--- config.mk ---
export PLATFORM = sky130hd
export DESIGN_NAME = nvh_ctrl
export DESIGN_NICKNAME = d
export VERILOG_FILES = /design/src/nvh_pkg.sv /design/src/nvh_sync.sv /design/src/nvh_ctrl.sv
export SDC_FILE = /design/constraint.sdc
export NUM_CORES = 1
export LEC_CHECK = 0
export ABC_AREA = 0
export BUFFER_PORTS_ARGS = -buffer_cell sky130_fd_sc_hd__buf_4
export CAP_MARGIN = 10
export CORE_ASPECT_RATIO = 1.2
export CORE_MARGIN = 1
export CORE_UTILIZATION = 40
export CTS_CLUSTER_DIAMETER = 60
export CTS_CLUSTER_SIZE = 25
export DETAILED_ROUTE_END_ITERATION = 16
export PLACE_DENSITY = 0.72
export REMOVE_ABC_BUFFERS = 1
export SLEW_MARGIN = 20
export SYNTH_ARGS = -nofsm -noshare
export SYNTH_HDL_FRONTEND = slang
export SYNTH_HIERARCHICAL = 1
export SYNTH_SLANG_ARGS = --single-unit
--- constraint.sdc ---
create_clock -name i_sys_clk -period 2.3 [get_ports i_sys_clk]
set_input_delay 0.115 -clock i_sys_clk [delete_from_list [all_inputs] [get_ports i_sys_clk]]
set_output_delay 0.115 -clock i_sys_clk [all_outputs]
set_load 0.01 [all_outputs]
--- src/nvh_pkg.sv ---
package nvh_pkg;
  // Array geometry
  localparam int ADDR_W = 13;
  localparam int DATA_W = 8;
  // Unlock sequence addresses
  localparam logic [12:0] SEQ_A0 = 13'h0000;
  localparam logic [12:0] SEQ_A1 = 13'h1555;
  localparam logic [12:0] SEQ_A2 = 13'h0AAA;
  localparam logic [12:0] SEQ_A3 = 13'h1FFF;
  localparam logic [12:0] SEQ_A4 = 13'h10F0;
  localparam logic [12:0] SEQ_STORE = 13'h0F0F;
  localparam logic [12:0] SEQ_LOAD = 13'h0F0E;
  // Timing in the printed units and clock rate
  localparam int CLK_MHZ = 25;
  localparam int SAVE_TIME_MS = 10;
  localparam int POWERUP_LOAD_TIME_US = 550;
  localparam int SOFTWARE_LOAD_TIME_US = 20;
  localparam int GRACE_US = 1;
  localparam int STROBE_NS = 40;
  localparam int SAVE_CYC = SAVE_TIME_MS * 1000 * CLK_MHZ;
  localparam int POWERUP_LOAD_CYC = POWERUP_LOAD_TIME_US * CLK_MHZ;
  localparam int SOFTWARE_LOAD_CYC = SOFTWARE_LOAD_TIME_US * CLK_MHZ;
  localparam int GRACE_CYC = GRACE_US * CLK_MHZ;
  localparam int STROBE_CYC = (STROBE_NS * CLK_MHZ + 999) / 1000;
  // Host commands
  typedef enum logic [2:0] {
    NVH_CMD_READ,
    NVH_CMD_WRITE,
    NVH_CMD_SW_STORE,
    NVH_CMD_SW_LOAD,
    NVH_CMD_HW_STORE
  } nvh_cmd_t;
  typedef struct packed {
    nvh_cmd_t cmd;
    logic [12:0] addr;
    logic [7:0] wdata;
  } nvh_req_t;
  // Pin bundle toward the memory
  typedef struct packed {
    logic sel_n;
    logic wr_n;
    logic oe_n;
    logic [12:0] byte_select_lines;
    logic [7:0] byte_lines_o;
    logic byte_lines_oe_n;
    logic busy_o;
    logic busy_oe_n;
  } nvh_pins_t;
endpackage : nvh_pkg

--- src/nvh_sync.sv ---
`timescale 1ns/1ps
`default_nettype none
// Two-stage synchroniser for pin inputs
module nvh_sync #(
  parameter int W = 1
) (
  // Clock and reset
  input wire logic i_sys_clk,
  input wire logic i_rst_n,
  // Data
  input wire logic [W-1:0] i_d,
  output logic [W-1:0] o_q
);
  logic [W-1:0] meta_ff;
  logic [W-1:0] q_ff;
  // First stage read only by the second
  always_ff @(posedge i_sys_clk or negedge i_rst_n) begin
    if (!i_rst_n) begin
      meta_ff <= '1;
      q_ff <= '1;
    end else begin
      meta_ff <= i_d;
      q_ff <= meta_ff;
    end
  end
  assign o_q = q_ff;
endmodule : nvh_sync
`default_nettype wire

--- src/nvh_ctrl.sv ---
`timescale 1ns/1ps
`default_nettype none
module nvh_ctrl #(
  parameter int SAVE_CYC = nvh_pkg::SAVE_CYC,
  parameter int POWERUP_LOAD_CYC = nvh_pkg::POWERUP_LOAD_CYC
) (
  // Clock and reset
  input wire logic i_sys_clk,
  input wire logic i_rst_n,
  // Request port
  input wire logic i_req_valid,
  input wire nvh_pkg::nvh_req_t i_req,
  output logic o_req_ready,
  output logic o_rsp_valid,
  output logic [7:0] o_rsp_rdata,
  // Memory pins
  input wire logic [7:0] i_byte_lines,
  input wire logic i_store_busy_line_n,
  output nvh_pkg::nvh_pins_t o_pins
);
  typedef enum logic [3:0] {
    NVH_ST_BOOT,
    NVH_ST_IDLE,
    NVH_ST_SETUP,
    NVH_ST_STROBE,
    NVH_ST_GAP,
    NVH_ST_HW_PULL,
    NVH_ST_WAIT_BUSY,
    NVH_ST_WAIT_NV,
    NVH_ST_DONE
  } nvh_state_t;

  // Sequence address for a given step
  function automatic logic [12:0] seq_addr(input logic [2:0] step, input logic load);
    case (step)
      3'h0: seq_addr = nvh_pkg::SEQ_A0;
      3'h1: seq_addr = nvh_pkg::SEQ_A1;
      3'h2: seq_addr = nvh_pkg::SEQ_A2;
      3'h3: seq_addr = nvh_pkg::SEQ_A3;
      3'h4: seq_addr = nvh_pkg::SEQ_A4;
      default: seq_addr = load ? nvh_pkg::SEQ_LOAD : nvh_pkg::SEQ_STORE;
    endcase
  endfunction : seq_addr

  localparam logic [2:0] LAST_STEP = 3'h5;
  localparam logic [23:0] STROBE_N = 24'(nvh_pkg::STROBE_CYC);
  localparam logic [23:0] GRACE_N = 24'(nvh_pkg::GRACE_CYC);

  nvh_state_t state_ff;
  nvh_pkg::nvh_req_t req_ff;
  logic [2:0] step_ff;
  logic [23:0] cnt_ff;
  logic [7:0] rdata_ff;
  logic rsp_ff;
  logic [12:0] addr_ff;
  logic [7:0] wdata_ff;
  logic sel_n_ff;
  logic wr_n_ff;
  logic oe_n_ff;
  logic dq_oe_n_ff;
  logic busy_pull_ff;
  logic busy_n_s;
  logic [7:0] dq_s;
  logic is_write;
  logic is_seq;
  logic nv_cmd;

  // Pin inputs come from the memory, outside our clock
  nvh_sync #(.W(1)) u_sync_busy (
    .i_sys_clk(i_sys_clk),
    .i_rst_n(i_rst_n),
    .i_d(i_store_busy_line_n),
    .o_q(busy_n_s)
  );
  nvh_sync #(.W(8)) u_sync_dq (
    .i_sys_clk(i_sys_clk),
    .i_rst_n(i_rst_n),
    .i_d(i_byte_lines),
    .o_q(dq_s)
  );

  assign is_write = (req_ff.cmd == nvh_pkg::NVH_CMD_WRITE);
  assign is_seq = (req_ff.cmd == nvh_pkg::NVH_CMD_SW_STORE) ||
                  (req_ff.cmd == nvh_pkg::NVH_CMD_SW_LOAD);
  assign nv_cmd = is_seq || (req_ff.cmd == nvh_pkg::NVH_CMD_HW_STORE);

  // Requests only taken when idle and busy line released
  // no access while busy
  assign o_req_ready = (state_ff == NVH_ST_IDLE) && busy_n_s;

  // Main sequencer
  always_ff @(posedge i_sys_clk or negedge i_rst_n) begin
    if (!i_rst_n) begin
      state_ff <= NVH_ST_BOOT;
      req_ff <= '0;
      step_ff <= 3'h0;
      cnt_ff <= 24'h00_0000;
    end else begin
      case (state_ff)
        NVH_ST_BOOT: begin
          if (cnt_ff >= 24'(POWERUP_LOAD_CYC - 1)) begin
            state_ff <= NVH_ST_IDLE;
            cnt_ff <= 24'h00_0000;
          end else begin
            cnt_ff <= cnt_ff + 24'h00_0001;
          end
        end
        NVH_ST_IDLE: begin
          step_ff <= 3'h0;
          cnt_ff <= 24'h00_0000;
          if (i_req_valid && o_req_ready) begin
            req_ff <= i_req;
            state_ff <= (i_req.cmd == nvh_pkg::NVH_CMD_HW_STORE) ? NVH_ST_HW_PULL
                                                                   : NVH_ST_SETUP;
          end
        end
        // Address settles one cycle before select falls
        NVH_ST_SETUP: begin
          state_ff <= NVH_ST_STROBE;
          cnt_ff <= 24'h00_0000;
        end
        NVH_ST_STROBE: begin
          if (cnt_ff >= STROBE_N) begin
            state_ff <= NVH_ST_GAP;
          end else begin
            cnt_ff <= cnt_ff + 24'h00_0001;
          end
        end
        NVH_ST_GAP: begin
          cnt_ff <= 24'h00_0000;
          if (is_seq && step_ff != LAST_STEP) begin
            step_ff <= step_ff + 3'h1;
            state_ff <= NVH_ST_SETUP;
          end else if (is_seq) begin
            state_ff <= NVH_ST_WAIT_BUSY;
          end else begin
            state_ff <= NVH_ST_DONE;
          end
        end
        // pulse one cycle longer than the grace window
        NVH_ST_HW_PULL: begin
          if (cnt_ff >= GRACE_N) begin
            state_ff <= NVH_ST_WAIT_BUSY;
            cnt_ff <= 24'h00_0000;
          end else begin
            cnt_ff <= cnt_ff + 24'h00_0001;
          end
        end
        // Give the memory the grace time to react
        NVH_ST_WAIT_BUSY: begin
          if (cnt_ff >= GRACE_N) begin
            state_ff <= NVH_ST_WAIT_NV;
            cnt_ff <= 24'h00_0000;
          end else begin
            cnt_ff <= cnt_ff + 24'h00_0001;
          end
        end
        // wait for save or load, bounded by save time
        NVH_ST_WAIT_NV: begin
          cnt_ff <= cnt_ff + 24'h00_0001;
          if (busy_n_s && (req_ff.cmd != nvh_pkg::NVH_CMD_SW_LOAD ||
              cnt_ff >= 24'(nvh_pkg::SOFTWARE_LOAD_CYC))) begin
            state_ff <= NVH_ST_DONE;
          end else if (cnt_ff >= 24'(SAVE_CYC) &&
                       cnt_ff >= 24'(nvh_pkg::SOFTWARE_LOAD_CYC)) begin
            // Cap never cuts a load short of its minimum time
            state_ff <= NVH_ST_DONE;
          end
        end
        NVH_ST_DONE: begin
          state_ff <= NVH_ST_IDLE;
        end
        default: begin
          state_ff <= NVH_ST_IDLE;
        end
      endcase
    end
  end

  // Pin drive, registered
  always_ff @(posedge i_sys_clk or negedge i_rst_n) begin
    if (!i_rst_n) begin
      // idle with write strobe and select high
      sel_n_ff <= 1'b1;
      wr_n_ff <= 1'b1;
      oe_n_ff <= 1'b1;
      addr_ff <= 13'h0000;
      wdata_ff <= 8'h00;
      dq_oe_n_ff <= 1'b1;
      busy_pull_ff <= 1'b0;
    end else begin
      // Select low for STROBE_N+1 cycles, so synced read data settles
      sel_n_ff <= !(state_ff == NVH_ST_STROBE && cnt_ff <= STROBE_N);
      busy_pull_ff <= (state_ff == NVH_ST_HW_PULL);
      if (state_ff == NVH_ST_SETUP) begin
        addr_ff <= is_seq ? seq_addr(step_ff, req_ff.cmd == nvh_pkg::NVH_CMD_SW_LOAD)
                          : req_ff.addr;
        wdata_ff <= req_ff.wdata;
        // strobe low only for real writes
        wr_n_ff <= !is_write;
        // output enable only on plain reads
        oe_n_ff <= is_write || nv_cmd;
        dq_oe_n_ff <= !is_write;
      end else if (state_ff == NVH_ST_DONE || state_ff == NVH_ST_IDLE) begin
        // select ends write; strobe and data drop a cycle later
        wr_n_ff <= 1'b1;
        oe_n_ff <= 1'b1;
        dq_oe_n_ff <= 1'b1;
      end
    end
  end

  // sample a cycle after select rose; the sync adds two cycles
  always_ff @(posedge i_sys_clk or negedge i_rst_n) begin
    if (!i_rst_n) begin
      rdata_ff <= 8'h00;
      rsp_ff <= 1'b0;
    end else begin
      rsp_ff <= (state_ff == NVH_ST_DONE);
      if (state_ff == NVH_ST_DONE && req_ff.cmd == nvh_pkg::NVH_CMD_READ) begin
        rdata_ff <= dq_s;
      end
    end
  end

  assign o_rsp_valid = rsp_ff;
  assign o_rsp_rdata = rdata_ff;
  assign o_pins.sel_n = sel_n_ff;
  assign o_pins.wr_n = wr_n_ff;
  assign o_pins.oe_n = oe_n_ff;
  assign o_pins.byte_select_lines = addr_ff;
  assign o_pins.byte_lines_o = wdata_ff;
  assign o_pins.byte_lines_oe_n = dq_oe_n_ff;
  // Open drain: only ever pulls low
  assign o_pins.busy_o = 1'b0;
  assign o_pins.busy_oe_n = !busy_pull_ff;
endmodule : nvh_ctrl
`default_nettype wire

==> summary.txt, run 1 <==
Status
  • Outcome: complete, no violations

Floorplan
  • Die width: 105.3 µm
  • Core region area: 12280 µm²
  • Die H: 125.9 µm
  • Starting density of the core: 0.4169
  • Core Rows: 44
  • Die ar.: 13260 µm²
  • Top Ports: 73

STA
  • Fin worst setup slack: 0.06329 ns
  • Slew Limit Headroom: 0.6030
  • Final min period: 2.237 ns
  • RSZ-0062 raised after global routing: true
  • Final Cycle Share: 0.9725
  • Skew final: 0.005925 ns
  • Final setup vio count: 0
  • Max-slew violations: 0
  • Slew @ Worst Pin: 0.5956 ns
  • Final hold vios: 0
  • Fin Hold WS: 0.008010 ns
  • Fmax: 447.1 MHz
  • TNS Setup: 0 ns

Power and ir drop
  • Leak pwr: 3.055 nW
  • PwrDens: 1218 nW/µm²
  • Power Total: 8.137 mW
  • Peak supply drop: 0.5942 mV

Detailed routing
  • Avg Vias per Cell: 5.421
  • Post-DR wirelength/cell: 15.74 µm
  • DRC Markers: 0
  • DRT Pass-1 Iters: 5
  • Iter 0 DRT Violations: 289
  • Via total after detailed routing: 4201
  • Routed WL: 12.20 mm
  • Antenna Nets Post-Route: 0

Layout
  • Filler Cell Count: 998
  • Core Util, Final: 0.5442
  • Most frequent cells in the layout: buf_4, dfrtp_1, nand2_1
  • Final Non-Filler Cells: 775
  • Area grow syn2layout: 30.53%
  • Most common cell after layout, fill and taps aside: buf_4
  • Design Area, Final: 6681 µm²
  • Layout cells sized above 1: 0.3502
  • # nets final: 653
  • Ant diodes: 0

GRT
  • Largest net degree at the start of global routing: 59
  • Grt met3 use: 0.03416
  • GR met1 Demand/Resource: 0.2433
  • Global-route usage over all layers: 0.1901
  • Initial antenna violation count: 0
  • First-pass GRT wire length: 20.41 mm
  • Vias in the first global route: 4268
  • Met2 Use GR: 0.3266
  • Total gr overflow: 0
  • Layer with the highest usage: met2

Worst setup path
  • Worst Reg2Reg Path Length in Cells: 6
  • Reg2Reg Setup Slack: 0.06 ns
  • Worst Setup Path Type: register to register
  • Critical R2R Launch: cnt_ff[11]
  • Critical Path Start Type: register
  • Worst setup path endpoint: state_ff[2]
  • CP max FO: 4
  • Worst path arrival time: 2.47 ns
  • RR Endpoint: state_ff[2]
  • Worst Setup End Kind: register
  • Req. time, crit path: 2.54 ns
  • Worst Setup SP: cnt_ff[11]

Yosys
  • Post-synthesis register bit count: 107
  • Main synth FF type: dfrtp_1
  • Synth Area per Inst: 10.47 µm²
  • Synth cell types: 60
  • Number of synthesized flops with an enable pin: 0
  • Yosys warnings: 6
  • Post-synth ARST share: 1.000
  • Count of mapped cells out of synthesis: 489
  • Synth Cell Area: 5119 µm²
  • Sequential-to-total area share from yosys stat: 0.5282

Clocking
  • Worst-Skew Late Latency: 0.35 ns
  • Num CTS Buffers: 9
  • CTS tree: done
  • CTS Root Cell: clkbuf_16
  • Clock sink total: 107
  • Clock Path Buffers: 2
  • H-tree levels: 3
  • Clk slew on worst S/H paths: 0.07 ns

Place
  • Dpl cell area: 6008 µm²
  • Placed insts: 727
  • Final GP Congestion: 0.8939
  • Post-DP HPWL: 8.152 mm
  • PortBufs: 71
  • Dpl ws: -0.1177 ns

Run
  • # Max-Cap Violations: 0

Hold path
  • Hold Crit Class: primary input to register
==> worst min-delay path by stage <==
stage	start	cells after the start	slack, ns	end
after floorplan	i_rst_n	0	-0.18	addr_ff[0]
after global placement	i_rst_n	1	0.14	req_ff[11]
after detailed placement	i_rst_n	1	0.15	req_ff[11]
after CTS	i_req[22]	2	0.0005	req_ff[22]
after global routing	i_req[22]	2	0.0009	req_ff[22]
final	i_req[22]	2	0.008	req_ff[22]
==> registers in the layout (all words and copies together) (netlist names) <==
register             cells
dq_oe_n_ff               1
u_sync_busy/o_q          1
state_ff                 4
wdata_ff                 8
step_ff                  3
o_rsp_rdata              8
sel_n_ff                 1
o_rsp_valid              1
addr_ff                 13
oe_n_ff                  1
u_sync_dq/meta_ff        8
busy_pull_ff             1
u_sync_busy/meta_ff      1
req_ff                  24
cnt_ff                  24
u_sync_dq/o_q            8
==> critical path, stage by stage (launching register included) <==
cell	delay [ns]
dfrtp_1	0.38
or4_4	0.58
nor4_2	0.23
nor3_1	0.12
a2111oi_4	0.36
nor3_2	0.13
mux2_4	0.31
==> final cells by class <==
type                    instances  area, µm²  share of cell area
clock buffers                  10      239.0             0.03577
clock inverters                 6      77.57             0.01161
inverters                      16      60.06            0.008989
multi-input cells             333       2211              0.3309
flip-flops and latches        107       2706              0.4051
well taps                     161      201.4             0.03015
repair buffers                142       1186              0.1775
==> Yosys cell counts (all sizes together) (4+ instances only) <==
library cell | n | area (µm²)
or2 | 5 | 31.28
clkbuf | 17 | 63.81
a22o | 9 | 78.83
and2 | 4 | 25.02
buf | 16 | 111.4
mux2 | 34 | 390.4
a31o | 9 | 78.83
nor2 | 40 | 150.1
o31ai | 8 | 60.06
o21a | 4 | 30.03
dfstp | 21 | 551.8
o21ai | 17 | 85.08
o211ai | 4 | 30.03
nor3 | 12 | 65.06
nand2 | 69 | 259.0
nand4 | 14 | 87.58
nand2b | 4 | 25.02
o22ai | 4 | 25.02
a21oi | 14 | 73.82
nand3 | 17 | 85.08
dfrtp | 86 | 2152
nor2b | 4 | 25.02
and3 | 5 | 31.28
nor4 | 4 | 46.29
a31oi | 8 | 65.06
ha | 8 | 100.1
o311ai | 7 | 61.31
inv | 16 | 60.06
==> routing by layer <==
metal,up-vias,part of all wire
met2,130,0.52
met4,0,0.014
li1,1973,-
met1,2083,0.42
met3,15,0.049
met5,-,0
==> power by group <==
part | internal, mW | switching (mW)
logic | 1.79 | 1.90
registers | 2.43 | 0.371
clock network | 0.899 | 0.742
==> cells by family (layout without fill, tap and decap cells) <==
kind of cell / Yosys count / after routing / share of synthesized area
AND/OR/NAND/NOR: 190 / 190 / 0.1819
flip-flops: 107 / 107 / 0.5282
AO/OA/AOI/OAI: 97 / 97 / 0.1420
buffers and inverters: 49 / 174 / 0.04596
multiplexers: 35 / 35 / 0.07822
adder cells (fa/ha/maj): 8 / 8 / 0.01956
XOR/XNOR: 2 / 2 / 0.003423
other: 1 / 1 / 0.0007326
==> timing repair <==
| item | in CTS | in global routing |
|---|---|---|
| gates cloned | 0 | 1 |
| setup buffers | 0 | 1 |
| pin swaps | 0 | 1 |
| endpoints found under the setup margin | 8 | 26 |
| hold endpoints to repair | 50 | 2 |
| resized for setup | 3 | 11 |
| hold buffers | 28 | 2 |
Power figures use the tool's default switching activity.
==> run 2: changes to the inputs <==
- PLACE_DENSITY: 0.72 -> default
==> summary.txt, run 2 (same netlist as run 1, synthesis figures left out) <==
Status
  • Outcome: complete, no violations (unchanged)

Detailed routing
  • Metal-1 WL: 5.519 mm (was 5.140 mm)
  • Iter 0 DRT Violations: 234 (was 289)
  • Avg Vias per Cell: 5.296 (was 5.421)
  • Met3 wire len: 525 µm (was 598 µm)
  • Antenna Nets Post-Route: 0 (unchanged)
  • Via total after detailed routing: 4152 (was 4201)
  • Routed wire length on met2: 5.984 mm (was 6.290 mm)
  • DRT Pass-1 Iters: 5 (unchanged)
  • Uppermost layer routed: met4 (unchanged)
  • Routed WL: 12.21 mm (was 12.20 mm)
  • DRC Markers: 0 (unchanged)
  • Post-DR wirelength/cell: 15.58 µm (was 15.74 µm)

GRT
  • Initial antenna violation count: 0 (unchanged)
  • Largest net degree at the start of global routing: 53 (was 59)
  • Total gr overflow: 0 (unchanged)
  • Vias in the first global route: 4118 (was 4268)
  • First-pass GRT wire length: 20.52 mm (was 20.41 mm)
  • Global-route usage over all layers: 0.1944 (was 0.1901)

Hold path
  • Min-delay src: i_req[23] (was i_req[22])
  • Hold Crit Class: primary input to register (unchanged)
  • Hold depth: 2 (unchanged)

Clocking
  • Clk slew on worst S/H paths: 0.07 ns (about the same)
  • Clock sink total: 107 (unchanged)
  • Num CTS Buffers: 9 (unchanged)
  • H-tree levels: 3 (unchanged)
  • Clock Path Buffers: 2 (unchanged)
  • Worst-Skew Late Latency: 0.35 ns (about the same)
  • CTS tree: done (unchanged)
  • CTS Root Cell: clkbuf_16 (unchanged)

Layout
  • Most frequent cells in the layout: buf_4, dfrtp_1, nand2_1 (unchanged)
  • Filler Cell Count: 1068 (was 998)
  • Final Non-Filler Cells: 784 (was 775)
  • Multi-input logic area: 2243 µm² (was 2211 µm²)
  • Top Registers: cnt_ff: 24 flops, req_ff: 24 flops, addr_ff: 13 flops (unchanged)
  • Most common cell after layout, fill and taps aside: buf_4 (unchanged)
  • Layout cells sized above 1: 0.3547 (was 0.3502)
  • Reg area: 2704 µm² (was 2706 µm²)
  • Ant diodes: 0 (unchanged)
  • # nets final: 662 (was 653)
  • Area grow syn2layout: 33.05% (was 30.53%)

Worst setup path
  • Largest stage delay, worst path: 0.59 ns (was 0.58 ns)
  • CP max-delay cell: or4_4 (unchanged)
  • Critical R2R Launch: cnt_ff[11] (unchanged)
  • Critical Path Start Type: register (unchanged)
  • Worst Reg2Reg Path Length in Cells: 7 (was 6)
  • Req. time, crit path: 2.56 ns (was 2.54 ns)
  • Number of cells on the critical path: 7 (was 6)
  • Reg2Reg Setup Slack: 0.10 ns (was 0.06 ns)
  • CP max FO: 11 (was 4)
  • CP top delay family: simple AND/OR/NAND/NOR gates (unchanged)
  • Worst Setup SP: cnt_ff[11] (unchanged)
  • WP buf/inv: 1 (was 0)
  • Worst path arrival time: 2.46 ns (was 2.47 ns)
  • Worst Setup Path Type: register to register (unchanged)
  • Cell Chain, Critical Path: or4_4 -> nor3_1 -> nand4_1 -> o21a_1 -> a21o_4 -> buf_4 -> o22ai_1 (was or4_4 -> nor4_2 -> nor3_1 -> a2111oi_4 -> nor3_2 -> mux2_4)
  • Worst Setup End Kind: register (unchanged)

STA
  • Slew Limit Headroom: 0.6070 (was 0.6030)
  • Fmax: 455.5 MHz (was 447.1 MHz)
  • Max-slew violations: 0 (unchanged)
  • RSZ-0062 raised after global routing: false (was true)
  • Fin worst setup slack: 0.1048 ns (was 0.06329 ns)
  • Final min period: 2.195 ns (was 2.237 ns)
  • Final setup vio count: 0 (unchanged)
  • Final hold vios: 0 (unchanged)
  • Skew final: 0.007700 ns (was 0.005925 ns)
  • Final Cycle Share: 0.9544 (was 0.9725)
  • Slew @ Worst Pin: 0.5746 ns (was 0.5956 ns)

Floorplan
  • Starting density of the core: 0.4169 (unchanged)
  • Core Rows: 44 (unchanged)
  • Die width: 105.3 µm (unchanged)
  • Top Ports: 73 (unchanged)
  • Core region area: 12280 µm² (unchanged)
  • Die ar.: 13260 µm² (unchanged)
  • Die H: 125.9 µm (unchanged)

Place
  • Dpl ws: -0.02510 ns (was -0.1177 ns)
  • Placed insts: 735 (was 727)
  • Final GP Congestion: 0.8119 (was 0.8939)
  • PortBufs: 71 (unchanged)
  • Post-DP HPWL: 8.241 mm (was 8.152 mm)

Power and ir drop
  • Peak supply drop: 0.6989 mV (was 0.5942 mV)
  • Leak pwr: 3.122 nW (was 3.055 nW)
  • PwrDens: 1215 nW/µm² (was 1218 nW/µm²)

Run
  • # Max-Cap Violations: 0 (unchanged)
## run 2: cell types whose count changed in the layout (fill, tap and decap cells not counted), sizes merged
cell and change:
inv -2, bufinv +2, clkbuf -2, dlygate4sd3 +2, buf +7, clkdlybuf4s15 +1, clkinv +1
## run 2: final cells by class
cell class,count,share of cell area
clock buffer,9,0.03307
clock inverter,7,0.01966
inverter,16,0.008819
multi-input combinational,333,0.3294
sequential,107,0.3970
tap,161,0.02958
timing repair buffer,151,0.1824
## run 2: worst paths after layout
check,end
max,cnt_ff[6]
max reg2reg,cnt_ff[6]
min,req_ff[23]
min reg2reg,u_sync_dq/o_q[6]
min in group asynchronous,addr_ff[3]
max in group asynchronous,sel_n_ff
## run 2: routing by layer
| layer | vias up | track usage |
|---|---|---|
| met5 | - | 0 |
| met4 | 0 | 0.06048 |
| met3 | 13 | 0.03520 |
| met1 | 2036 | 0.2604 |
| li1 | 1992 | - |
| met2 | 111 | 0.3200 |
## run 2: what timing repair did
action / CTS / global route
hold endpoints to repair: 63 / 0
gates resized for setup: 1 / 12
endpoints found under the setup margin: 2 / 17
buffers inserted: 0 / 0
pin swaps: 0 / 2
hold buffers: 32 / 0
gates cloned: 0 / 1
## run 2: report_power, final
part	internal [mW]	total, mW	switching (mW)
registers	2.43	2.79	0.364
logic	1.78	3.66	1.88
clock network	1.09	1.82	0.736
total	5.29	8.27	2.98
## run 2: through the flow
step / cell area (µm²) / utilization / TNS (ns) / total power [mW] / hold WS (ns)
2_1_floorplan: 4943 / - / -2.577 / 4.823 / -0.1806
6_report: 6810 / 0.5547 / 0 / 8.272 / 0.01331
5_1_grt: 6810 / 0.5547 / 0 / 8.825 / 0.002714
3_5_place_dp: 6056 / 0.4933 / -0.02510 / 6.354 / 0.1131
3_3_place_gp: 6056 / 0.4933 / 0 / 6.256 / 0.1122
4_1_cts: 6736 / 0.5487 / 0 / 8.257 / 0.002617
==> run 3: changes to the inputs <==
- REMOVE_ABC_BUFFERS: 1 -> default
==> summary.txt, run 3 (same netlist as run 1, synthesis figures left out) <==
STA
  • Final hold vios: 0 (unchanged)
  • Fin worst setup slack: 0.06787 ns (was 0.1048 ns)
  • Fmax: 448.0 MHz (was 455.5 MHz)
  • RSZ-0062 raised after global routing: true (was false)
  • Fin Hold WS: 0.2861 ns (was 0.01331 ns)
  • Slew Limit Headroom: 0.6432 (was 0.6070)
  • Max-slew violations: 0 (unchanged)
  • Slew @ Worst Pin: 0.5351 ns (was 0.5746 ns)
  • Final min period: 2.232 ns (was 2.195 ns)
  • Final setup vio count: 0 (unchanged)
  • Skew final: 0.007467 ns (was 0.007700 ns)
  • Final Cycle Share: 0.9705 (was 0.9544)

Status
  • Outcome: complete, no violations (unchanged)

GRT
  • First-pass GRT wire length: 19.88 mm (was 20.52 mm)
  • Layer with the highest usage: met2 (unchanged)
  • Grt met3 use: 0.04658 (was 0.03520)
  • Largest net degree at the start of global routing: 67 (was 53)
  • Global-route usage over all layers: 0.1903 (was 0.1944)
  • Vias in the first global route: 4239 (was 4118)
  • Total gr overflow: 0 (unchanged)
  • GR met1 Demand/Resource: 0.2209 (was 0.2604)
  • Met2 Use GR: 0.3293 (was 0.3200)
  • Initial antenna violation count: 0 (unchanged)

Clocking
  • CTS Root Cell: clkbuf_16 (unchanged)
  • Clock Path Buffers: 2 (unchanged)
  • Clk slew on worst S/H paths: 0.07 ns (about the same)
  • CTS tree: done (unchanged)
  • Worst-Skew Late Latency: 0.35 ns (about the same)
  • Clock sink total: 107 (unchanged)
  • H-tree levels: 3 (unchanged)
  • Num CTS Buffers: 9 (unchanged)

Layout
  • Core Util, Final: 0.5482 (was 0.5547)
  • Top Registers: cnt_ff: 24 flops, req_ff: 24 flops, addr_ff: 13 flops (unchanged)
  • # nets final: 655 (was 662)
  • Most frequent cells in the layout: buf_4, dfrtp_1, nand2_1 (unchanged)
  • Filler Cell Count: 1099 (was 1068)
  • Ant diodes: 0 (unchanged)
  • Design Area, Final: 6730 µm² (was 6810 µm²)
  • Area grow syn2layout: 31.48% (was 33.05%)
  • Most common cell after layout, fill and taps aside: buf_4 (unchanged)
  • Layout cells sized above 1: 0.3506 (was 0.3547)

Power and ir drop
  • Peak supply drop: 0.6319 mV (was 0.6989 mV)
  • PwrDens: 1193 nW/µm² (was 1215 nW/µm²)
  • Leak pwr: 3.064 nW (was 3.122 nW)

Worst setup path
  • CP max FO: 13 (was 11)
  • Worst Setup Path Type: register to register (unchanged)
  • Worst path arrival time: 2.47 ns (was 2.46 ns)
  • RR Endpoint: cnt_ff[23] (was cnt_ff[6])
  • Critical Path Start Type: register (unchanged)
  • Critical R2R Launch: cnt_ff[3] (was cnt_ff[11])
  • Worst Reg2Reg Path Length in Cells: 6 (was 7)
  • Req. time, crit path: 2.54 ns (was 2.56 ns)
  • Reg2Reg Setup Slack: 0.07 ns (was 0.10 ns)
  • Worst Setup End Kind: register (unchanged)

Floorplan
  • Die H: 125.9 µm (unchanged)
  • Starting density of the core: 0.4169 (unchanged)
  • Core Rows: 44 (unchanged)
  • Core region area: 12280 µm² (unchanged)
  • Die ar.: 13260 µm² (unchanged)
  • Die width: 105.3 µm (unchanged)
  • Top Ports: 73 (unchanged)

Hold path
  • Hold Crit Class: primary input to asynchronous set/reset pin (was primary input to register)

Place
  • Post-DP HPWL: 8.406 mm (was 8.241 mm)
  • PortBufs: 71 (unchanged)
  • Final GP Congestion: 0.8666 (was 0.8119)
  • Dpl ws: -0.1460 ns (was -0.02510 ns)
  • Dpl cell area: 6013 µm² (was 6056 µm²)

Detailed routing
  • Antenna Nets Post-Route: 0 (unchanged)
  • Iter 0 DRT Violations: 105 (was 234)
  • DRT Pass-1 Iters: 4 (was 5)
  • Post-DR wirelength/cell: 15.36 µm (was 15.58 µm)
  • DRC Markers: 0 (unchanged)
  • Avg Vias per Cell: 5.309 (was 5.296)
  • Routed WL: 11.94 mm (was 12.21 mm)
  • Via total after detailed routing: 4125 (was 4152)

Yosys
  • Syn_nets: 533

Run
  • # Max-Cap Violations: 0 (unchanged)
==> run 3: layout make-up <==
| class | instances | area (µm²) | area share |
|---|---|---|---|
| timing repair buffer | 143 | 1209 | 0.1796 |
| multi-input combinational | 334 | 2248 | 0.3341 |
| inverter | 16 | 60.06 | 0.008924 |
| tap | 161 | 201.4 | 0.02993 |
| clock inverter | 7 | 81.33 | 0.01208 |
| sequential | 107 | 2705 | 0.4019 |
| clock buffer | 9 | 225.2 | 0.03346 |
==> run 3: per-stage QoR <==
stage	setup TNS [ns]	total power, mW	instances
2_1_floorplan	0	5.009	489
3_3_place_gp	0	6.201	726
3_5_place_dp	-0.3689	6.312	726
4_1_cts	0	8.000	776
5_1_grt	-0.04176	8.597	777
6_report	0	8.026	777
==> run 3: worst max path at each step <==
stage,cells past startpoint,slack (ns),endpoint,from
after floorplan,7,0.07,state_ff[1],cnt_ff[10]
after detailed placement,8,-0.15,cnt_ff[17],cnt_ff[0]
after global placement,8,0.07,cnt_ff[17],cnt_ff[0]
after global routing,10,-0.01,cnt_ff[16],cnt_ff[0]
final,6,0.07,cnt_ff[23],cnt_ff[3]
after CTS,8,0.02,cnt_ff[19],cnt_ff[0]
==> run 3: power by group <==
part           internal [mW]  total [mW]  switching [mW]
Clock                  0.860        1.58           0.717
Sequential              2.43        2.82           0.385
Combinational           1.78        3.63            1.85
==> run 3: worst max-delay path, stage by stage, from the launching register on <==
cell and delay, ns:
dfrtp_1 0.48, or3_1 0.45, nor4_4 0.35, a31oi_4 0.16, buf_4 0.23, a31o_2 0.22, a22o_1 0.23
==> run 3: timing repair <==
item	CTS	global route
resized for setup	3	13
pin swaps	0	2
setup endpoints to repair	6	27
buffers inserted	0	0
gates cloned	0	1
hold endpoints to repair	58	0
hold buffers	34	0
==> run 3: routing by layer <==
metal,routed length [µm],up-vias,part of all wire
met5,0,-,0
met4,277,0,0.023
met3,502,18,0.042
met2,6206,90,0.52
met1,4949,2032,0.41
li1,-,1985,-
